[config.mk]
export PLATFORM = sky130hd
export DESIGN_NAME = timer_pwm_carrier_gen
export DESIGN_NICKNAME = d
export VERILOG_FILES = /design/src/include/tpc_pkg.sv /design/src/logic/timer_pwm_carrier_gen.sv /design/src/logic/tpc_sync3.sv /design/src/logic/tpc_prescaler.sv
export VERILOG_INCLUDE_DIRS = /design/src /design/src/include
export SDC_FILE = /design/constraint.sdc
export NUM_CORES = 1
export LEC_CHECK = 0
export ABC_AREA = 1
export ABC_CLOCK_PERIOD_IN_PS = 2400
export BUFFER_PORTS_ARGS = -buffer_cell sky130_fd_sc_hd__buf_2
export CAP_MARGIN = 20
export CORE_UTILIZATION = 45
export DETAILED_ROUTE_END_ITERATION = 8
export GPL_ROUTABILITY_DRIVEN = 0
export PLACE_DENSITY = 0.75
export SLEW_MARGIN = 20
export SYNTH_ARGS = -nofsm -noshare
export SYNTH_HDL_FRONTEND = slang
export SYNTH_HIERARCHICAL = 1
export SYNTH_SLANG_ARGS = --single-unit
[constraint.sdc]
create_clock -name clk -period 2.4 [get_ports clk]
set_input_delay 0.12 -clock clk [delete_from_list [all_inputs] [get_ports clk]]
set_output_delay 0.12 -clock clk [all_outputs]
set_load 0.1 [all_outputs]
[src/include/tpc_map.svh]
`ifndef TPC_MAP_SVH
`define TPC_MAP_SVH

// register word offsets, decoded from address bits 4:2
`define TPC_OFF_MODE    3'h0
`define TPC_OFF_CYCLE   3'h1
`define TPC_OFF_DUTY    3'h2
`define TPC_OFF_CARRIER 3'h3
`define TPC_OFF_STATUS  3'h4

// timer_mode_reg fields
`define TPC_MODE_EN     7
`define TPC_MODE_CKS_HI 6
`define TPC_MODE_CKS_LO 4
`define TPC_MODE_MD_HI  3
`define TPC_MODE_MD_LO  2
`define TPC_MODE_LEV    1
`define TPC_MODE_OEN    0

// carrier_control_reg fields
`define TPC_CAR_RMC     2
`define TPC_CAR_NRZB    1
`define TPC_CAR_NRZ     0

// reset values
`define TPC_RST_BYTE    8'h00
`define TPC_RST_WORD    32'h0000_0000

// timing counts, in count clocks
`define TPC_DUTY_XFER_TICKS 2'h3
`define TPC_ENA_XFER_TICKS  2'h2

// prescaler masks: divide by mask+1
`define TPC_DIV_MASK_0  12'h000
`define TPC_DIV_MASK_1  12'h003
`define TPC_DIV_MASK_2  12'h00F
`define TPC_DIV_MASK_3  12'h03F
`define TPC_DIV_MASK_4  12'hFFF

`endif

[src/include/tpc_pkg.sv]
package tpc_pkg;

	typedef enum logic [1:0] {
		MD_INTERVAL = 2'h0,
		MD_CARRIER  = 2'h1,
		MD_PWM      = 2'h2
	} mode_t;

	// gray along idle -> swallow -> run
	typedef enum logic [1:0] {
		ST_IDLE    = 2'h0,
		ST_SWALLOW = 2'h1,
		ST_RUN     = 2'h3
	} run_state_t;

	typedef struct packed {
		logic [11:0] cnt;
		logic        tick;
	} presc_state_t;

	typedef struct packed {
		logic [2:0] q;
		logic       level;
	} sync_state_t;

	typedef struct packed {
		run_state_t  st;
		logic        en;
		logic [2:0]  cks;
		logic [1:0]  mode;
		logic        lev;
		logic        oen;
		logic [7:0]  cyc;
		logic [7:0]  duty;
		logic [7:0]  duty_lat;
		logic        pend;
		logic [1:0]  age;
		logic        sel;
		logic [7:0]  cnt;
		logic        wave;
		logic        irq;
		logic        rmc;
		logic        nrzb;
		logic        nrz;
		logic        strobe;
		logic [1:0]  xcnt;
		logic        gated;
		logic        tpin;
		logic        cpin;
		logic        ack;
		logic [31:0] rdata;
	} tpc_state_t;

endpackage : tpc_pkg

[src/logic/timer_pwm_carrier_gen.sv]
// The implementer's own choices: the register addresses and register access over Avalon-MM.
`timescale 1ns/1ns
`default_nettype none
`include "tpc_map.svh"

module timer_pwm_carrier_gen #(
	parameter bit          CARRIER_CAPABLE = 1'b1,
	parameter logic [11:0] RING_DIV_MASK   = 12'h07F
) (
	// clock and reset
	input  wire logic        clk,
	input  wire logic        reset_n,
	// avalon-mm slave
	input  wire logic [4:0]  address,
	input  wire logic        read,
	input  wire logic        write,
	input  wire logic [3:0]  byteenable,
	input  wire logic [31:0] writedata,
	output logic      [31:0] readdata,
	output logic             waitrequest,
	// companion counter
	input  wire logic        companion_counter_irq,
	// timer outputs
	output logic             timer_output_pin,
	output logic             carrier_output_pin,
	output logic             timer_match_irq,
	output logic             resynced_transfer_strobe
);

	if (RING_DIV_MASK == 12'h000) begin : g_bad_div
		$error("RING_DIV_MASK must divide by more than one");
	end

	tpc_pkg::tpc_state_t cur;
	tpc_pkg::tpc_state_t next;
	logic                tick;
	logic                irq_level;
	logic [7:0]          cmp;
	logic                hit;
	logic                xfer_ok;
	logic                acc;
	logic                wr;
	logic [31:0]         rmux;
	logic                carrier_mode;

	tpc_prescaler #(
		.RING_DIV_MASK (RING_DIV_MASK)
	) u_presc (
		.clk                (clk),
		.reset_n            (reset_n),
		.count_clock_select (cur.cks),
		.tick               (tick)
	);

	// companion interrupt may come from another clock
	tpc_sync3 u_sync (
		.clk      (clk),
		.reset_n  (reset_n),
		.async_in (companion_counter_irq),
		.level    (irq_level)
	);

	always_comb begin
		carrier_mode = CARRIER_CAPABLE && (cur.mode == tpc_pkg::MD_CARRIER);
		cmp          = cur.sel ? cur.duty : cur.cyc;
		hit          = (cur.cnt == cmp);
		xfer_ok      = cur.pend && (cur.age == `TPC_DUTY_XFER_TICKS);
		acc          = (read || write) && !cur.ack;
		wr           = write && cur.ack && byteenable[0];
		case (address[4:2])
			`TPC_OFF_MODE: begin
				rmux = {24'h000000, cur.en, cur.cks, cur.mode,
					cur.lev, cur.oen};
			end
			`TPC_OFF_CYCLE:   rmux = {24'h000000, cur.cyc};
			`TPC_OFF_DUTY:    rmux = {24'h000000, cur.duty_lat};
			`TPC_OFF_CARRIER: begin
				rmux = {29'h00000000, cur.rmc, cur.nrzb, cur.nrz};
			end
			`TPC_OFF_STATUS: begin
				rmux = {21'h000000, cur.pend, cur.sel, cur.wave,
					cur.cnt};
			end
			default:          rmux = 32'h0000_0000;
		endcase

		next     = cur;
		next.irq = 1'b0;
		next.ack = acc;
		if (acc && read) begin
			next.rdata = rmux;
		end

		// pending duty value ages in count clocks
		if (cur.pend && tick && (cur.age != `TPC_DUTY_XFER_TICKS)) begin
			next.age = cur.age + 2'h1;
		end

		case (cur.st)
			tpc_pkg::ST_IDLE: begin
				next.cnt  = 8'h00;
				next.sel  = 1'b0;
				next.wave = 1'b0;
				if (cur.en) begin
					next.st = tpc_pkg::ST_SWALLOW;
				end
			end
			tpc_pkg::ST_SWALLOW: begin
				if (!cur.en) begin
					next.st = tpc_pkg::ST_IDLE;
				end else if (tick) begin
					// first count clock is masked off
					next.st = tpc_pkg::ST_RUN;
				end
			end
			tpc_pkg::ST_RUN: begin
				if (!cur.en) begin
					next.st   = tpc_pkg::ST_IDLE;
					next.cnt  = 8'h00;
					next.sel  = 1'b0;
					next.wave = 1'b0;
					next.pend = 1'b0;
				end else if (tick && hit) begin
					if (carrier_mode) begin
						next.cnt  = 8'h00;
						next.irq  = 1'b1;
						next.wave = !cur.wave;
						next.sel  = !cur.sel;
						if (cur.sel && xfer_ok) begin
							next.duty = cur.duty_lat;
							next.pend = 1'b0;
						end
					end else if (cur.mode == tpc_pkg::MD_PWM) begin
						if (!cur.sel) begin
							next.cnt  = 8'h00;
							next.irq  = 1'b1;
							next.wave = 1'b1;
							next.sel  = 1'b1;
						end else begin
							// counter keeps going so period stays N+1
							next.cnt  = cur.cnt + 8'h01;
							next.wave = 1'b0;
							next.sel  = 1'b0;
							if (xfer_ok) begin
								next.duty = cur.duty_lat;
								next.pend = 1'b0;
							end
						end
					end else begin
						// interval mode: square wave on cycle match
						next.cnt  = 8'h00;
						next.irq  = 1'b1;
						next.wave = !cur.wave;
					end
				end else if (tick) begin
					next.cnt = cur.cnt + 8'h01;
				end
			end
			default: begin
				next.st = tpc_pkg::ST_IDLE;
			end
		endcase

		// master/slave carrier enable transfer
		if (tick) begin
			next.strobe = irq_level;
			if (irq_level && !cur.strobe) begin
				next.xcnt = `TPC_ENA_XFER_TICKS;
			end else if (cur.xcnt != 2'h0) begin
				next.xcnt = cur.xcnt - 2'h1;
				if (cur.xcnt == 2'h1) begin
					next.nrz = cur.nrzb;
				end
			end
		end

		// a high pulse starts only when enabled; gated ends whole, but carrier_output_pin drops as soon as nrz clears
		if (!next.wave) begin
			next.gated = 1'b0;
		end else if (!cur.wave) begin
			next.gated = cur.nrz;
		end

		if (wr) begin
			case (address[4:2])
				`TPC_OFF_MODE: begin
					// other fields frozen while counting
					if (!cur.en) begin
						next.cks  = writedata[`TPC_MODE_CKS_HI:`TPC_MODE_CKS_LO];
						next.mode = writedata[`TPC_MODE_MD_HI:`TPC_MODE_MD_LO];
						next.lev  = writedata[`TPC_MODE_LEV];
						next.oen  = writedata[`TPC_MODE_OEN];
					end
					next.en = writedata[`TPC_MODE_EN];
				end
				`TPC_OFF_CYCLE: begin
					next.cyc = writedata[7:0];
				end
				`TPC_OFF_DUTY: begin
					next.duty_lat = writedata[7:0];
					next.age      = 2'h0;
					if (cur.st == tpc_pkg::ST_IDLE) begin
						next.duty = writedata[7:0];
						next.pend = 1'b0;
					end else begin
						next.pend = 1'b1;
					end
				end
				`TPC_OFF_CARRIER: begin
					next.rmc  = writedata[`TPC_CAR_RMC];
					next.nrzb = writedata[`TPC_CAR_NRZB];
				end
				default: begin
				end
			endcase
		end

		case ({cur.rmc, cur.nrz})
			2'b01:   next.cpin = 1'b1;
			2'b11:   next.cpin = next.gated;
			default: next.cpin = 1'b0;
		endcase
		if (!cur.oen) begin
			next.tpin = 1'b0;
		end else if (carrier_mode) begin
			next.tpin = next.cpin;
		end else begin
			next.tpin = next.wave ^ cur.lev;
		end
	end

	always_ff @(posedge clk or negedge reset_n) begin
		if (!reset_n) begin
			cur <= '0;
		end else begin
			cur <= next;
		end
	end

	assign readdata                 = cur.rdata;
	assign waitrequest              = (read || write) && !cur.ack;
	assign timer_output_pin         = cur.tpin;
	assign carrier_output_pin       = cur.cpin;
	assign timer_match_irq          = cur.irq;
	assign resynced_transfer_strobe = cur.strobe;

endmodule : timer_pwm_carrier_gen

`default_nettype wire

[src/logic/tpc_sync3.sv]
`timescale 1ns/1ns
`default_nettype none

module tpc_sync3 (
	// clock and reset
	input  wire logic clk,
	input  wire logic reset_n,
	// async level in, filtered level out
	input  wire logic async_in,
	output logic      level
);

	tpc_pkg::sync_state_t cur;
	tpc_pkg::sync_state_t next;

	// a change counts only once stages two and three agree
	always_comb begin
		next       = cur;
		next.q     = {cur.q[1:0], async_in};
		if (cur.q[1] == cur.q[2]) begin
			next.level = cur.q[2];
		end
	end

	always_ff @(posedge clk or negedge reset_n) begin
		if (!reset_n) begin
			cur <= '0;
		end else begin
			cur <= next;
		end
	end

	assign level = cur.level;

endmodule : tpc_sync3

`default_nettype wire

[src/logic/tpc_prescaler.sv]
`timescale 1ns/1ns
`default_nettype none
`include "tpc_map.svh"

module tpc_prescaler #(
	parameter logic [11:0] RING_DIV_MASK = 12'h07F
) (
	// clock and reset
	input  wire logic       clk,
	input  wire logic       reset_n,
	// selection and count clock strobe
	input  wire logic [2:0] count_clock_select,
	output logic            tick
);

	tpc_pkg::presc_state_t cur;
	tpc_pkg::presc_state_t next;
	logic [11:0]           mask;
	logic                  legal;

	always_comb begin
		legal = 1'b1;
		case (count_clock_select)
			3'h0:    mask = `TPC_DIV_MASK_0;
			3'h1:    mask = `TPC_DIV_MASK_1;
			3'h2:    mask = `TPC_DIV_MASK_2;
			3'h3:    mask = `TPC_DIV_MASK_3;
			3'h4:    mask = `TPC_DIV_MASK_4;
			3'h5:    mask = RING_DIV_MASK;
			default: begin
				mask  = `TPC_DIV_MASK_0;
				legal = 1'b0;
			end
		endcase
		next      = cur;
		next.cnt  = cur.cnt + 12'h001;
		// prohibited selections simply never tick
		next.tick = legal && ((cur.cnt & mask) == mask);
	end

	always_ff @(posedge clk or negedge reset_n) begin
		if (!reset_n) begin
			cur <= '0;
		end else begin
			cur <= next;
		end
	end

	assign tick = cur.tick;

endmodule : tpc_prescaler

`default_nettype wire

==> impl_metrics.json <==
{
  "drt-total-wl_um": 10500,
  "dp.cells": 739,
  "synth_ff_type": "dfrtp_1",
  "drt_pass1_iterations": 5,
  "met3_length_um": 728,
  "crit_top_cell": "nand2_1",
  "dr_wl_met2_um": 5070,
  "avgViaCountPerCell": 5.15,
  "powerDensity_mw_per_mm2": 954,
  "cap_violations": 0,
  "cts_tree": "done",
  "synth-edff-count": 0,
  "endpoint_kind": "flop",
  "grt_pass1_wl_um": 18000,
  "p_int_mw": 2.88,
  "syn_area_per_cell_um2": 8.07,
  "path_clk_slew_ps": 90,
  "clk_latency_ps": 360,
  "slowest_stage": "dfrtp_1",
  "met1Wirelength_um": 4450,
  "ctsResizeCount": 0,
  "period_minus_slack_ps": 2040,
  "synth_top_cell_by_area": "dfrtp_1",
  "core_mm2": 0.0103,
  "yosysMostFrequentCell": "nand2_1",
  "io_pins": 83,
  "r2r_end": "cur[65]",
  "grt_usage_pct": 20.7,
  "die_x_um": 105,
  "cp-startpoint": "cur[52]",
  "drive_gt1_share_pct": 15.3,
  "final_cells": 757,
  "synth_top_cells_by_count": "143 x nand2_1, 86 x dfrtp_1, 83 x inv_1",
  "num_rows": 37,
  "antenna_left": 0,
  "cp_num_cells": 13,
  "clock_path_buffers": 2,
  "synth.top_cell.area_share_pct": 45.3,
  "clkSinkCount": 86,
  "clockPowerShare_pct": 25.6,
  "start_util_pct": 46.3,
  "cts_root_buf": "clkbuf_8",
  "ys_ff_latch": 86,
  "fp.dieArea_mm2": 0.0110,
  "ys_async_sr_fraction_pct": 100,
  "swShare_pct": 41.6,
  "netlist_area_mm2": 0.00475,
  "reg2reg_depth": 13,
  "area_delta_synth_final_pct": 8.84,
  "critical_path_class": "flop to flop",
  "cp_max_fo": 16,
  "worstReg2RegStart": "cur[52]",
  "fin_crit_sh_pct": 84.9,
  "hold_class": "input pin to flop",
  "ff2ff_setup_slack_ps": 360,
  "cp.arrival_ps": 2270,
  "ir_worst_vdd_uv": 529,
  "port_buffers": 32,
  "postSynthCellCount": 589,
  "rsz0062_at_grt": "false",
  "finalWorstSetupSlack_ps": 362,
  "setup_viol": 0,
  "place_ws_ps": 385,
  "gr-total-overflow": 0,
  "yosysUniqueCellTypes": 41,
  "ys_top_cells_by_area": "dfrtp_1 45%, nand2_1 11%, inv_1 6.6%",
  "cts_buffers": 9,
  "finalHoldViolCount": 0,
  "h-tree-depth": 3,
  "cp_num_buf_inv": 3,
  "grt_max_degree": 52,
  "num_antenna_cells": 0,
  "slew_headroom_pct": 61.6,
  "slowest_delay_ps": 360,
  "critical-path-top-delay-family": "simple AND/OR/NAND/NOR gates",
  "start_kind": "flop",
  "antenna_found_initial": 0,
  "p_leak_nw": 2.60,
  "max_freq_mhz": 491,
  "maxUsedRoutingLayer": "met4",
  "critical_path.endpoint": "cur[65]",
  "layout.nets": 670,
  "finalMaxSlewViolations": 0,
  "yosys_warnings": 6,
  "die_h_um": 105,
  "ys_seq_area_share_pct": 45.3,
  "finClkSkew_ps": 9.45,
  "comb_power_share_pct": 36.2,
  "cts_setup_buffers": 0,
  "drc": 0,
  "pwr-share-seq_pct": 38.2,
  "cp.required_ps": 2630,
  "first_iter_violations": 334,
  "wl_per_cell_um": 13.9,
  "tns_ps": 0,
  "timing.critical_path.cells": "buf_4, inv_6, nand2_1, nand2_1, nand2_1, nand2_1, nand2_1, nor2_1, nand3_1, inv_2, nand3_2, o211ai_1, o21ai_1",
  "vias": 3895,
  "dp_hpwl_um": 7860,
  "p_switching_mw": 2.05,
  "max_slew.worst_pin.slew_ps": 573,
  "status": "completed",
  "grt_pass1_vias": 3879
}
==> layer usage <==
metal,up-vias,track usage (%)
li1,1884,-
met1,1827,26.5
met2,158,34.8
met3,26,3.74
met4,0,8.05
met5,-,0
==> through the flow <==
stage	instance area, µm²	utilization [%]	hold slack [ps]	power (mW)
final	5170	50.3	20.8	4.94
after global routing	5170	50.3	3.07	5.26
after CTS	5170	50.3	8.97	4.94
after detailed placement	4900	47.7	115	3.68
after global placement	4900	47.7	109	3.60
after floorplan	4830	-	-176	3.38
==> logic make-up after synthesis <==
kind of cell,synth area share (%)
compound gates,11.7
other cells,0.0789
flops,45.3
xor+xnor,1.66
fa+ha+maj,2.11
buf+inv,13.5
simple gates,24.3
mux,1.40
==> placed cells by master, fill, tap and decap left out, drive strengths merged, types with 3 or more instances in the layout <==
| master | synthesis | layout |
|---|---|---|
| nand2 | 153 | 153 |
| inv | 88 | 89 |
| dfrtp | 86 | 86 |
| o21ai | 60 | 60 |
| nor2 | 40 | 40 |
| buf | 37 | 36 |
| nand3 | 35 | 35 |
| conb | 1 | 21 |
| a21oi | 19 | 19 |
| clkbuf | 5 | 9 |
| ha | 8 | 8 |
| nor3 | 8 | 8 |
| o211ai | 7 | 7 |
| xor2 | 7 | 7 |
| and3 | 5 | 5 |
| o2111ai | 5 | 5 |
| mux2 | 5 | 5 |
| nand4 | 4 | 4 |
| o22ai | 4 | 4 |
| bufinv | 0 | 3 |
| clkinv | 0 | 3 |
==> power groups by stage <==
stage | clock [mW] | combinational [mW] | sequential, mW
6_report | 1.26 | 1.79 | 1.89
5_1_grt | 1.34 | 2.00 | 1.92
4_1_cts | 1.28 | 1.78 | 1.88
3_5_place_dp | 0 | 1.77 | 1.91
3_3_place_gp | 0 | 1.70 | 1.90
2_1_floorplan | 0 | 1.45 | 1.93
==> worst min-delay path, stage by stage <==
cell     delay, ps
buf_2          110
nand2_1         60
o21ai_0         60
==> registers in the layout, summed over array words and instances, names as in the netlist <==
signal	count
cur	54
u_presc/cur	12
readdata	11
u_sync/cur	3
carrier_output_pin	1
resynced_transfer_strobe	1
timer_match_irq	1
timer_output_pin	1
u_presc/tick	1
u_sync/level	1
==> repair_timing <==
| action | in CTS | in global routing |
|---|---|---|
| endpoints found under the hold margin | 36 | 0 |
| endpoints found under the setup margin | 0 | 0 |
| hold buffers | 2 | 0 |
==> area by class of cell <==
class | instances | area [µm²]
sequential | 86 | 2150
timing repair buffer | 38 | 225
multi-input combinational | 393 | 2030
clock buffer | 9 | 124
fill | 948 | 5100
inverter | 88 | 335
clock inverter | 7 | 133
tap | 136 | 170
==> worst min path at each step <==
| stage | depth (start not counted) | endpoint | startpoint |
|---|---|---|---|
| final | 3 | cur[61] | writedata[5] |
| after global routing | 3 | cur[61] | writedata[5] |
| after CTS | 3 | cur[61] | writedata[5] |
| after detailed placement | 1 | cur[37] | reset_n |
| after global placement | 1 | resynced_transfer_strobe | reset_n |
| after floorplan | 0 | carrier_output_pin | reset_n |
Power figures use the tool's default switching activity.
